===== src/usart_mode_pkg.sv =====
package usart_mode_pkg;

    // ------------------------------------------------------------
    // register map (byte offsets)
    // ------------------------------------------------------------
    localparam int ADR_W = 8;
    localparam logic [ADR_W-1:0] OFS_MODE = 8'h04;
    localparam logic [ADR_W-1:0] OFS_IEN_SET = 8'h08;
    localparam logic [ADR_W-1:0] OFS_IEN_CLR = 8'h0C;
    localparam logic [ADR_W-1:0] OFS_MASK = 8'h10;

    // ------------------------------------------------------------
    // field layouts and reset values
    // ------------------------------------------------------------
    localparam int NSRC = 10;
    localparam logic [31:0] MODE_RESET = 32'h0000_0000;
    localparam logic [31:0] MODE_WMASK = 32'h0006_FFF0;
    localparam logic [NSRC-1:0] MASK_RESET = 10'h000;
    localparam int BIT_RX_AVAIL = 0;
    localparam int BIT_TX_FREE = 1;
    localparam int BIT_BREAK = 2;
    localparam int BIT_RX_DONE = 3;
    localparam int BIT_TX_DONE = 4;
    localparam int BIT_OVERRUN = 5;
    localparam int BIT_FRAMING = 6;
    localparam int BIT_CHECK = 7;
    localparam int BIT_TIMEOUT = 8;
    localparam int BIT_TX_IDLE = 9;

    // baud source codes and divide ratio
    localparam logic [1:0] SRC_MCK = 2'h0;
    localparam logic [1:0] SRC_DIV8 = 2'h1;
    localparam logic [2:0] DIV8_LAST = 3'h7;

    // character length and stop-bit codes
    localparam logic [3:0] CHAR_BASE = 4'h5;
    localparam logic [3:0] CHAR_NINE = 4'h9;
    localparam logic [1:0] STOP_ONE = 2'h0;
    localparam logic [1:0] STOP_ONE_HALF = 2'h1;
    localparam logic [1:0] STOP_TWO = 2'h2;
    localparam logic [2:0] HALVES_ONE = 3'h2;
    localparam logic [2:0] HALVES_ONE_HALF = 3'h3;
    localparam logic [2:0] HALVES_TWO = 3'h4;

    typedef enum logic [1:0] {
        LOOP_NORMAL = 2'b00,
        LOOP_ECHO = 2'b01,
        LOOP_LOCAL = 2'b10,
        LOOP_REMOTE = 2'b11
    } loop_t;

    typedef enum logic [2:0] {
        CHK_EVEN = 3'b000,
        CHK_ODD = 3'b001,
        CHK_SPACE = 3'b010,
        CHK_MARK = 3'b011,
        CHK_NONE = 3'b100,
        CHK_MULTIDROP = 3'b110
    } check_t;

    // mode register image, msb first
    typedef struct packed {
        logic [12:0] rsv_hi;
        logic clock_pin_drive;
        logic nine_bit_char_select;
        logic rsv_16;
        loop_t channel_loop_mode;
        logic [1:0] stop_bit_count;
        logic [2:0] check_bit_kind;
        logic sync_select;
        logic [1:0] char_length_field;
        logic [1:0] baud_source_select;
        logic [3:0] rsv_lo;
    } mode_cfg_t;

    // framing settings handed to the shift engines
    typedef struct packed {
        logic [3:0] data_bits;
        logic sync_mode;
        check_t check_kind;
        logic [2:0] stop_halves;
        logic stop_reserved;
    } frame_cfg_t;

endpackage : usart_mode_pkg


===== src/usart_mode_irq.sv =====
// Overview of operation
// - baud source: clock, clock/8, or clock pin
// - length field gives five to eight bits
// - sync bit picks asynchronous or clocked framing
// - check field: even, odd, space, mark, none, multidrop
// - stop code: 1, 1.5 async only, 2
// - loop 00: independent receiver and transmitter
// - loop 01: receive pin echoed on transmit
// - loop 10: transmitter fed into receiver
// - loop 11: receive pin wired to transmit
// - nine-bit select forces nine-bit characters
// - clock pin driven if drive set, internal
// - mode register read/write at 04, resets zero
// - enable register at 08 sets mask bits
// - disable register at 0C clears mask bits
// - mask view at 10, resets all disabled
// - ten sources share one bit layout
// - interrupt when status and mask bits meet
// - transfer channel off while nine-bit set
// - local loopback ignores rx, holds tx high
`timescale 1ns/1ps

module usart_mode_irq (
    input wire logic clk_i,
    input wire logic rst_i,
    input wire logic wb_cyc_i,
    input wire logic wb_stb_i,
    input wire logic wb_we_i,
    input wire logic [usart_mode_pkg::ADR_W-1:0] wb_adr_i,
    input wire logic [3:0] wb_sel_i,
    input wire logic [31:0] wb_dat_i,
    output logic [31:0] wb_dat_o,
    output logic wb_ack_o,
    input wire logic [usart_mode_pkg::NSRC-1:0] status_i,
    input wire logic tx_bit_i,
    input wire logic rxd_i,
    input wire logic sck_i,
    output logic txd_o,
    output logic sck_o,
    output logic sck_oe_o,
    output logic rx_bit_o,
    output logic baud_tick_o,
    output usart_mode_pkg::frame_cfg_t frame_cfg_o,
    output logic tx_enable_o,
    output logic rx_enable_o,
    output logic xfer_enable_o,
    output logic irq_o
);
    import usart_mode_pkg::*;

    // ------------------------------------------------------------
    // bus decode
    // ------------------------------------------------------------
    logic ack_q;
    mode_cfg_t mode_q;
    logic [NSRC-1:0] mask_q;
    wire req = wb_cyc_i & wb_stb_i & ~ack_q;
    wire wr = req & wb_we_i;
    wire hit_mode = wb_adr_i == OFS_MODE;
    wire hit_set = wb_adr_i == OFS_IEN_SET;
    wire hit_clr = wb_adr_i == OFS_IEN_CLR;
    wire hit_mask = wb_adr_i == OFS_MASK;
    wire [31:0] lane = {{8{wb_sel_i[3]}}, {8{wb_sel_i[2]}}, {8{wb_sel_i[1]}}, {8{wb_sel_i[0]}}};
    wire [31:0] wmask = lane & MODE_WMASK;
    wire [31:0] wbits = wb_dat_i & lane;

    // write-only registers and unmapped offsets read as zero
    wire [31:0] rd_data = hit_mode ? mode_q :
                          hit_mask ? {{(32 - NSRC){1'b0}}, mask_q} :
                          32'h0000_0000;

    // ------------------------------------------------------------
    // register updates
    // ------------------------------------------------------------
    wire [31:0] mode_d = (mode_q & ~wmask) | (wb_dat_i & wmask);
    wire [NSRC-1:0] set_bits = (wr & hit_set) ? wbits[NSRC-1:0] : MASK_RESET;
    wire [NSRC-1:0] clr_bits = (wr & hit_clr) ? wbits[NSRC-1:0] : MASK_RESET;
    // set and clear share a cycle only if both hit, which one access cannot
    wire [NSRC-1:0] mask_d = (mask_q | set_bits) & ~clr_bits;

    // one-cycle answer; reads have no side effect on the mask
    always_ff @(posedge clk_i) begin
        if (rst_i) begin
            ack_q <= 1'b0;
            wb_dat_o <= 32'h0000_0000;
        end else begin
            ack_q <= req;
            wb_dat_o <= req ? rd_data : 32'h0000_0000;
        end
    end
    assign wb_ack_o = ack_q;

    // mode register, reserved bits stay zero
    always_ff @(posedge clk_i) begin
        if (rst_i) begin
            mode_q <= MODE_RESET;
        end else if (wr & hit_mode) begin
            mode_q <= mode_d;
        end
    end

    // interrupt mask, all sources off after reset
    always_ff @(posedge clk_i) begin
        if (rst_i) begin
            mask_q <= MASK_RESET;
        end else begin
            mask_q <= mask_d;
        end
    end

    // ------------------------------------------------------------
    // pin synchronisers
    // ------------------------------------------------------------
    logic rxd_s1, rxd_s2;
    logic sck_s1, sck_s2, sck_s3;
    always_ff @(posedge clk_i) begin
        if (rst_i) begin
            rxd_s1 <= 1'b1;
            rxd_s2 <= 1'b1;
            sck_s1 <= 1'b0;
            sck_s2 <= 1'b0;
            sck_s3 <= 1'b0;
        end else begin
            rxd_s1 <= rxd_i;
            rxd_s2 <= rxd_s1;
            sck_s1 <= sck_i;
            sck_s2 <= sck_s1;
            sck_s3 <= sck_s2;
        end
    end

    // ------------------------------------------------------------
    // baud source selection
    // ------------------------------------------------------------
    // one clock only: each source becomes an enable pulse
    logic [2:0] div_q;
    logic sck_q;
    wire ext_src = mode_q.baud_source_select[1];
    wire sck_rise = sck_s2 & ~sck_s3;
    wire div_wrap = div_q == DIV8_LAST;
    wire tick_d = ext_src ? sck_rise :
                  (mode_q.baud_source_select == SRC_MCK) ? 1'b1 : div_wrap;
    wire drive_d = mode_q.clock_pin_drive & ~ext_src;

    // pin clock toggles per internal tick; rate is halved, duty is exactly half
    always_ff @(posedge clk_i) begin
        if (rst_i) begin
            div_q <= 3'h0;
            baud_tick_o <= 1'b0;
            sck_q <= 1'b0;
        end else begin
            div_q <= div_q + 3'h1;
            baud_tick_o <= tick_d;
            sck_q <= sck_q ^ (tick_d & ~ext_src);
        end
    end
    assign sck_o = sck_q;

    // pin released whenever the external clock is the source
    always_ff @(posedge clk_i) begin
        if (rst_i) begin
            sck_oe_o <= 1'b0;
        end else begin
            sck_oe_o <= drive_d;
        end
    end

    // ------------------------------------------------------------
    // framing decode
    // ------------------------------------------------------------
    wire [3:0] len_bits = CHAR_BASE + {2'b00, mode_q.char_length_field};
    wire [2:0] chk = mode_q.check_bit_kind;
    wire [1:0] stp = mode_q.stop_bit_count;
    wire stop_rsv = (stp == 2'h3) | ((stp == STOP_ONE_HALF) & mode_q.sync_select);
    wire [2:0] halves = (stp == STOP_TWO) ? HALVES_TWO :
                        (stp == STOP_ONE_HALF) ? HALVES_ONE_HALF : HALVES_ONE;
    // low check bit is a don't-care once the top bit is set
    wire check_t chk_d = chk[2] ? check_t'({chk[2:1], 1'b0}) : check_t'(chk);
    frame_cfg_t frame_d;
    assign frame_d.data_bits = mode_q.nine_bit_char_select ? CHAR_NINE : len_bits;
    assign frame_d.sync_mode = mode_q.sync_select;
    assign frame_d.check_kind = chk_d;
    assign frame_d.stop_halves = halves;
    assign frame_d.stop_reserved = stop_rsv;

    always_ff @(posedge clk_i) begin
        if (rst_i) begin
            frame_cfg_o <= '0;
            xfer_enable_o <= 1'b0;
        end else begin
            frame_cfg_o <= frame_d;
            xfer_enable_o <= ~mode_q.nine_bit_char_select;
        end
    end

    // ------------------------------------------------------------
    // channel loop routing
    // ------------------------------------------------------------
    logic txd_d, rxin_d, txen_d, rxen_d;
    always_comb begin
        txd_d = tx_bit_i;
        rxin_d = rxd_s2;
        txen_d = 1'b1;
        rxen_d = 1'b1;
        unique case (mode_q.channel_loop_mode)
            LOOP_NORMAL: begin
                txd_d = tx_bit_i;
            end
            LOOP_ECHO: begin
                txd_d = rxd_s2;
                txen_d = 1'b0;
            end
            LOOP_LOCAL: begin
                txd_d = 1'b1;
                rxin_d = tx_bit_i;
            end
            LOOP_REMOTE: begin
                txd_d = rxd_s2;
                rxin_d = 1'b1;
                txen_d = 1'b0;
                rxen_d = 1'b0;
            end
        endcase
    end

    // line idles high through reset
    always_ff @(posedge clk_i) begin
        if (rst_i) begin
            txd_o <= 1'b1;
            rx_bit_o <= 1'b1;
            tx_enable_o <= 1'b0;
            rx_enable_o <= 1'b0;
        end else begin
            txd_o <= txd_d;
            rx_bit_o <= rxin_d;
            tx_enable_o <= txen_d;
            rx_enable_o <= rxen_d;
        end
    end

    // ------------------------------------------------------------
    // interrupt line
    // ------------------------------------------------------------
    wire irq_d = |(status_i & mask_q);
    always_ff @(posedge clk_i) begin
        if (rst_i) begin
            irq_o <= 1'b0;
        end else begin
            irq_o <= irq_d;
        end
    end

    // ------------------------------------------------------------
    // checks
    // ------------------------------------------------------------
    mode_reset_a: assert property (@(posedge clk_i) rst_i |=> mode_q == MODE_RESET)
        else $error("mode register not zero after reset");

    mask_reset_a: assert property (@(posedge clk_i) rst_i |=> mask_q == MASK_RESET)
        else $error("mask not zero after reset");

    ien_set_a: assert property (@(posedge clk_i) disable iff (rst_i)
        wr && hit_set |=> ((mask_q & $past(set_bits)) == $past(set_bits)) &&
            ((mask_q & ~$past(set_bits)) == ($past(mask_q) & ~$past(set_bits))))
        else $error("enable write did not set mask bits");

    ien_clr_a: assert property (@(posedge clk_i) disable iff (rst_i)
        wr && hit_clr |=> ((mask_q & $past(clr_bits)) == MASK_RESET) &&
            ((mask_q & ~$past(clr_bits)) == ($past(mask_q) & ~$past(clr_bits))))
        else $error("disable write did not clear mask bits");

    wo_read_a: assert property (@(posedge clk_i) disable iff (rst_i)
        req && !wb_we_i && (hit_set || hit_clr) |=> wb_ack_o && wb_dat_o == 32'h0000_0000 &&
            $stable(mask_q))
        else $error("write-only register read not zero");

    irq_level_a: assert property (@(posedge clk_i) disable iff (rst_i)
        ##1 irq_o == |($past(status_i) & $past(mask_q)))
        else $error("interrupt line does not follow status and mask");

    mck_tick_a: assert property (@(posedge clk_i) disable iff (rst_i)
        mode_q.baud_source_select == SRC_MCK [*2] |-> baud_tick_o)
        else $error("master clock source missed a tick");

    sck_drive_a: assert property (@(posedge clk_i) disable iff (rst_i)
        mode_q.baud_source_select[1] |=> !sck_oe_o)
        else $error("clock pin driven with external source");

    xfer_off_a: assert property (@(posedge clk_i) disable iff (rst_i)
        mode_q.nine_bit_char_select |=> !xfer_enable_o ##1 frame_cfg_o.data_bits == CHAR_NINE ||
            !mode_q.nine_bit_char_select)
        else $error("transfer channel on with nine-bit characters");

    local_idle_a: assert property (@(posedge clk_i) disable iff (rst_i)
        mode_q.channel_loop_mode == LOOP_LOCAL |=> txd_o && rx_bit_o == $past(tx_bit_i))
        else $error("local loopback routing wrong");

    echo_path_a: assert property (@(posedge clk_i) disable iff (rst_i)
        mode_q.channel_loop_mode == LOOP_ECHO |=> txd_o == $past(rxd_s2))
        else $error("echo does not copy receive pin");

    // normal mode keeps both engines on and passes the transmitter straight out
    normal_path_a: assert property (@(posedge clk_i) disable iff (rst_i)
        mode_q.channel_loop_mode == LOOP_NORMAL |=> txd_o == $past(tx_bit_i) && tx_enable_o && rx_enable_o)
        else $error("normal mode routing wrong");

    remote_path_a: assert property (@(posedge clk_i) disable iff (rst_i)
        mode_q.channel_loop_mode == LOOP_REMOTE |=> txd_o == $past(rxd_s2) && !tx_enable_o && !rx_enable_o)
        else $error("remote loopback routing wrong");

    // the divided source must tick exactly on the divider wrap, never between
    div_tick_a: assert property (@(posedge clk_i) disable iff (rst_i)
        mode_q.baud_source_select == SRC_DIV8 |=> baud_tick_o == $past(div_wrap))
        else $error("divided clock tick out of step");

    ext_tick_a: assert property (@(posedge clk_i) disable iff (rst_i)
        ext_src |=> baud_tick_o == $past(sck_rise))
        else $error("clock pin edge not passed to baud tick");

    len_field_a: assert property (@(posedge clk_i) disable iff (rst_i)
        !mode_q.nine_bit_char_select |=>
            frame_cfg_o.data_bits == CHAR_BASE + $past({2'b00, mode_q.char_length_field}))
        else $error("data length does not follow length field");

    nine_len_a: assert property (@(posedge clk_i) disable iff (rst_i)
        mode_q.nine_bit_char_select |=> frame_cfg_o.data_bits == CHAR_NINE)
        else $error("nine-bit select did not give nine bits");

    sync_copy_a: assert property (@(posedge clk_i) disable iff (rst_i)
        ##1 frame_cfg_o.sync_mode == $past(mode_q.sync_select))
        else $error("framing select not passed on");

    half_stop_a: assert property (@(posedge clk_i) disable iff (rst_i)
        mode_q.stop_bit_count == STOP_ONE_HALF && !mode_q.sync_select |=>
            frame_cfg_o.stop_halves == HALVES_ONE_HALF && !frame_cfg_o.stop_reserved)
        else $error("one and a half stop bits not decoded");

    // engines never see the odd codes of the no-check and multidrop pairs
    check_norm_a: assert property (@(posedge clk_i) disable iff (rst_i)
        mode_q.check_bit_kind[2] |=> {frame_cfg_o.check_kind} == {$past(mode_q.check_bit_kind[2:1]), 1'b0})
        else $error("check kind not normalised");

    mask_hold_a: assert property (@(posedge clk_i) disable iff (rst_i)
        !(wr && (hit_set || hit_clr)) |=> $stable(mask_q))
        else $error("mask changed without an enable or disable write");

    sck_on_a: assert property (@(posedge clk_i) disable iff (rst_i)
        mode_q.clock_pin_drive && !mode_q.baud_source_select[1] |=> sck_oe_o)
        else $error("clock pin not driven when asked");

endmodule : usart_mode_irq


===== config.mk =====
export PLATFORM = sky130hd
export DESIGN_NAME = usart_mode_irq
export DESIGN_NICKNAME = d
export VERILOG_FILES = /design/src/usart_mode_pkg.sv /design/src/usart_mode_irq.sv
export SDC_FILE = /design/constraint.sdc
export NUM_CORES = 1
export LEC_CHECK = 0
export BUFFER_PORTS_ARGS = -buffer_cell sky130_fd_sc_hd__buf_2
export CORE_MARGIN = 5
export CORE_UTILIZATION = 51
export DETAILED_ROUTE_END_ITERATION = 8
export PLACE_DENSITY_LB_ADDON = 0.25
export REMOVE_ABC_BUFFERS = 1
export SKIP_CTS_REPAIR_TIMING = 1
export SKIP_LAST_GASP = 1
export SLEW_MARGIN = 20
export SYNTH_ARGS = -nofsm -noshare
export SYNTH_HDL_FRONTEND = slang
export SYNTH_SLANG_ARGS = --single-unit

===== constraint.sdc =====
create_clock -name clk_i -period 4 [get_ports clk_i]
set_clock_uncertainty 0.15 [all_clocks]
set_input_delay 0.8 -clock clk_i [delete_from_list [all_inputs] [get_ports clk_i]]
set_output_delay 0.8 -clock clk_i [all_outputs]
set_load 0.005 [all_outputs]

==> results of run 1 <==
-- worst max-delay path, stage by stage --
cell    delay [ps]
buf_2          100
or4_1          510
buf_4          210
nor4_4         650
mux2_2         410
-- power breakdown --
part,switching (mW),total (mW),internal [mW]
sequential,0.00299,0.730,0.727
clock,0.261,0.628,0.367
combinational,0.0438,0.0808,0.0370
-- layout by cell type, fill, tap and decap left out, types with 2 or more instances in the layout --
cell type,instances
nor4_1,11
nand2_1,2
nor2_1,10
nand4_1,10
buf_2,86
buf_4,4
mux2_2,3
nor3b_1,2
nor3_1,2
a22o_1,8
a221oi_1,2
nand2b_1,32
mux2i_1,22
ha_1,3
nor4_2,3
dfxtp_1,72
a21oi_1,4
or2_2,4
conb_1,14
or3b_2,2
clkbuf_8,10
and2_1,13
nor2b_1,13
bufinv_16,2
clkinvlp_4,2
inv_1,3
nand4b_1,3
-- logic make-up after synthesis --
logic type,count (synthesis),share of synthesized area (%)
adder cells (fa/ha/maj),3,1.35
multiplexers,25,9.13
other,1,0.135
AND/OR/NAND/NOR,112,26.0
AO/OA/AOI/OAI,19,5.13
buffers and inverters,33,6.39
flip-flops,72,51.8
-- routing by layer --
metal  track usage (%)  up-vias
li1                  -     1059
met1              20.5      981
met2              30.4       63
met3              5.43       15
met4              9.65        0
met5                 0        -
-- layout make-up --
cell class                      count  share of cell area (%)
Clock buffer                       11                    4.12
Clock inverter                      5                    2.33
Inverter                            3                   0.328
Multi-Input combinational cell    173                    35.3
Sequential cell                    72                    42.0
Tap cell                           70                    2.55
Timing Repair Buffer               90                    13.4
-- worst max-delay path by stage --
stage / to / slack [ps] / depth (start not counted)
2_1_floorplan: flop / 1180 / 3
3_3_place_gp: flop / 1040 / 5
3_5_place_dp: flop / 1010 / 5
4_1_cts: flop / 1360 / 5
5_1_grt: flop / 1330 / 5
6_report: flop / 1380 / 5
==> impl_metrics.csv, run 1 <==
group,metric,value,unit
outcome,status,"finished clean",
sta,hold_violations,0,
logic_synthesis,synth-edff-count,0,
final_layout,final_util,66.0,%
logic_synthesis,postSynth.asyncResetShare,0,%
pwr,total_power,1.44,mW
route,top_layer,"met4",
logic_synthesis,synth_area_leaders,"dfxtp_1 52%, mux2i_1 7.9%, nand2b_1 7.2%, buf_4 3.8%, and2_1 2.9%",
final_layout,finalNonFillerCells,424,
final_layout,regArea,1440,sq um
die,die_w,83.9,um
sta,maxSlewViolCount,0,
place,gp_congestion,0.745,
sta,setup_ws,1380,ps
min_path,worstHoldPathCells,1,
place,place_ws,1010,ps
global_route,grtUsageTotal,18.1,%
global_route,grt_overflow,0,
logic_synthesis,ys_ff_latch,72,
logic_synthesis,yosys-top-cells-count,"72 x dfxtp_1, 32 x nand2b_1, 22 x mux2i_1, 14 x buf_4",
sta,rsz0062_at_grt,"no",
clocking,clock-sinks,72,
place,placed_area,3210,sq um
setup_path,cp-start-kind,"input pin",
die,io_pins,116,
clocking,h-tree-depth,3,
logic_synthesis,synth_warnings,0,
route,drtIter0Drc,152,
setup_path,path_max_fanout,15,
final_layout,diodes,0,
min_path,holdCritPathClass,"flop to flop",
global_route,antenna_found_initial,0,
min_path,holdPathEnd,"div_q[0]",
sta,min_period,2620,ps
setup_path,critPathRequiredTime,4080,ps
route,wl_met2,3100,um
min_path,hold_start,"div_q[0]",
route,ant_nets,0,
place,dp_hpwl,4320,um
final_layout,multi_input_area,1210,sq um
final_layout,drive_gt1_share,33.3,%
global_route,grt_pass1_wl,10100,um
setup_path,startpoint,"wb_adr_i[1]",
place,placed_cells,408,
setup_path,cp.arrival,2690,ps
logic_synthesis,synth_most_common_cell,"dfxtp_1",
route,wire_per_inst,14.5,um
sta,max_freq,382,MHz
route,vias,2118,
clocking,cts_buffers,9,
setup_path,timing.rr.start,"wb_ack_o",
route,drc,0,
global_route,grt_max_degree,62,
clocking,path_clk_slew,70,ps
sta,final-setup-viol-count,0,
logic_synthesis,synth.avg_cell_area,10.5,sq um
die,die_y,83.9,um
clocking,cts_tree,"yes",
logic_synthesis,ys.flop_type,"dfxtp_1",
route,routed-wl-met3,363,um
die,die-area,7030,sq um
final_layout,final_cell_area,3430,sq um
pwr,vdd_drop_max,0.366,mV
route,wl,6160,um
setup_path,path_class,"input pin to flop",
sta,tns,0,ps
logic_synthesis,synth_cells,265,
logic_synthesis,synth.distinct_cells,36,
pwr,leakagePower,1.47,nW
sta,fin_crit_sh,65.4,%
logic_synthesis,yosysSeqAreaShare,51.8,%
final_layout,area_delta_synth_final,23.4,%
logic_synthesis,netlist_area,2780,sq um
logic_synthesis,synth_top_area_share,51.8,%
route,first_pass_iters,4,
flow_run,cap_violations,0,
sta,relSlewSlack,44.6,%
route,vias_per_cell,5.00,
global_route,grt_pass1_vias,2131,
route,wl_met1,2550,um
clocking,clock_path_buffers,2,
setup_path,r2r_slack,1680,ps
die,start_util,53.4,%
die,core-area,5200,sq um
die,rows,26,
place,io_buffers,86,
setup_path,setup.worst_path.end_class,"flop",
logic_synthesis,synth.largest_area_cell,"dfxtp_1",
pwr,power_density,419,nW/um^2
clocking,clk_latency,340,ps
sta,tightest_slew,823,ps
sta,holdWs,269,ps
final_layout,fillers,447,
setup_path,worstRegToRegCells,3,
clocking,cts-root-buf,"clkbuf_8",
final_layout,final_nets,414,
Power figures use the tool's default switching activity.
==> run 2, diff against run 1 <==
--- a/config.mk
+++ b/config.mk
@@ -7,7 +7,7 @@
 export LEC_CHECK = 0
 export BUFFER_PORTS_ARGS = -buffer_cell sky130_fd_sc_hd__buf_2
 export CORE_MARGIN = 5
-export CORE_UTILIZATION = 51
+export CORE_UTILIZATION = 43
 export DETAILED_ROUTE_END_ITERATION = 8
 export PLACE_DENSITY_LB_ADDON = 0.25
 export REMOVE_ABC_BUFFERS = 1
==> constraint.sdc (replaced) <==
create_clock -name clk_i -period 2.1 [get_ports clk_i]
set_clock_uncertainty 0.15 [all_clocks]
set_input_delay 0.42 -clock clk_i [delete_from_list [all_inputs] [get_ports clk_i]]
set_output_delay 0.42 -clock clk_i [all_outputs]
set_load 0.005 [all_outputs]
==> impl_metrics.csv, run 2 (same netlist as run 1, synthesis figures left out) <==
group,metric,value,unit
clocking,clock-sinks,72,
global_route,grt_max_degree,30,
place,place_ws,-192,ps
sta,hold_violations,0,
setup_path,path_cells,"buf_2 > or4_1 > buf_4 > nor4_2 > buf_4 > mux2i_1",
clocking,cts_buffers,9,
sta,min_period,1950,ps
setup_path,cp-start-kind,"input pin",
route,wire_per_inst,13.8,um
place,io_buffers,86,
final_layout,final_common_cell,"buf_2",
sta,holdWs,118,ps
die,core-area,6310,sq um
setup_path,cp.arrival,2050,ps
pwr,vdd_drop_max,0.487,mV
die,start_util,44.1,%
setup_path,setup.worst_path.end_class,"flop",
die,die_w,90.4,um
final_layout,drive_gt1_share,35.8,%
clocking,cts-root-buf,"clkbuf_8",
route,first_pass_iters,5,
clocking,cts_tree,"yes",
setup_path,cp_top_family,"simple AND/OR/NAND/NOR gates",
route,vias_per_cell,4.79,
min_path,holdCritPathClass,"input pin to flop",
die,die_y,90.4,um
route,ant_nets,0,
place,dp_hpwl,4570,um
die,io_pins,116,
global_route,grt_overflow,0,
clocking,h-tree-depth,3,
setup_path,cp_common_cell,"buf_4",
setup_path,crit_buf_inv,3,
sta,maxSlewViolCount,0,
final_layout,diodes,0,
setup_path,cpPeakStageDelay,590,ps
place,placed_area,3310,sq um
sta,max_freq,514,MHz
place,gp_congestion,0.794,
setup_path,path_class,"input pin to flop",
global_route,antenna_found_initial,0,
outcome,status,"finished clean",
setup_path,cp_slowest_cell,"or4_1",
pwr,power_density,761,nW/um^2
final_layout,most-common-layout-cells,"86 x buf_2, 72 x dfxtp_1, 32 x nand2b_1, 22 x mux2i_1, 16 x buf_4",
setup_path,critPathRequiredTime,2200,ps
setup_path,path_max_fanout,14,
clocking,path_clk_slew,80,ps
die,rows,29,
route,vias,2120,
sta,fin_crit_sh,92.7,%
final_layout,final_nets,426,
sta,setup_ws,153,ps
die,die-area,8180,sq um
final_layout,final_cell_area,3530,sq um
clocking,clk_latency,330,ps
global_route,grt_pass1_wl,10100,um
sta,final-setup-viol-count,0,
route,drc,0,
final_layout,area_delta_synth_final,26.8,%
pwr,leakagePower,1.53,nW
flow_run,cap_violations,0,
route,drtIter0Drc,136,
route,wl,6130,um
global_route,grtUsageTotal,15.1,%
final_layout,fillers,592,
sta,rsz0062_at_grt,"no",
global_route,grt_pass1_vias,2123,
clocking,clock_path_buffers,2,
-- run 2: changes by cell type in the layout (fill, tap and decap cells not counted) --
cell / delta
buf_4: +12
clkinv_4: +2
bufinv_16: -1
clkbuf_1: -1
clkbuf_8: +1
clkinv_2: -1
clkinvlp_4: -1
inv_6: +1
-- run 2: layout make-up --
| class | count | area (sq um) | share of cell area, % |
|---|---|---|---|
| sequential | 72 | 1440 | 40.9 |
| tap | 77 | 96.3 | 2.73 |
| clock buffer | 11 | 151 | 4.29 |
| clock inverter | 5 | 63.8 | 1.81 |
| timing repair buffer | 102 | 551 | 15.6 |
| inverter | 3 | 11.3 | 0.319 |
| multi-input combinational | 173 | 1210 | 34.4 |
-- run 2: stage by stage --
stage	TNS (ps)	power [mW]	util, %	cells
floorplan	-5470	1.48	-	248
global route	0	2.81	55.8	443
finish	0	2.68	55.8	443
global placement	-3120	1.58	52.4	427
detailed placement	-3600	1.58	52.4	427
CTS	0	2.72	55.8	443
-- run 2: final timing paths --
check / slack [ps] / end / depth (start not counted) / startpoint
max: 150 / flop / 6 / wb_adr_i[1]
min reg2reg: 260 / rxd_s2 / 1 / rxd_s1
max reg2reg: 390 / flop / 5 / wb_ack_o
min: 120 / rxd_s1 / 2 / rxd_i
-- run 2: worst reg2reg max path, cell delays in order (launching register included) --
cell and delay, ps:
dfxtp_1 310, nand3b_1 240, buf_4 240, nor4_2 320, buf_4 190, mux2i_1 180
-- run 2: routing by layer --
layer / global-route usage [%] / routed length (um)
met2: 25.2 / 3010
met3: 3.42 / 330
met4: 5.83 / 65
met5: 0 / 0
met1: 19.0 / 2730
-- run 2: power breakdown --
| group | switching [mW] | total, mW | internal, mW |
|---|---|---|---|
| combinational | 0.0846 | 0.161 | 0.0766 |
| clock | 0.511 | 1.13 | 0.622 |
| sequential | 0.00576 | 1.39 | 1.38 |
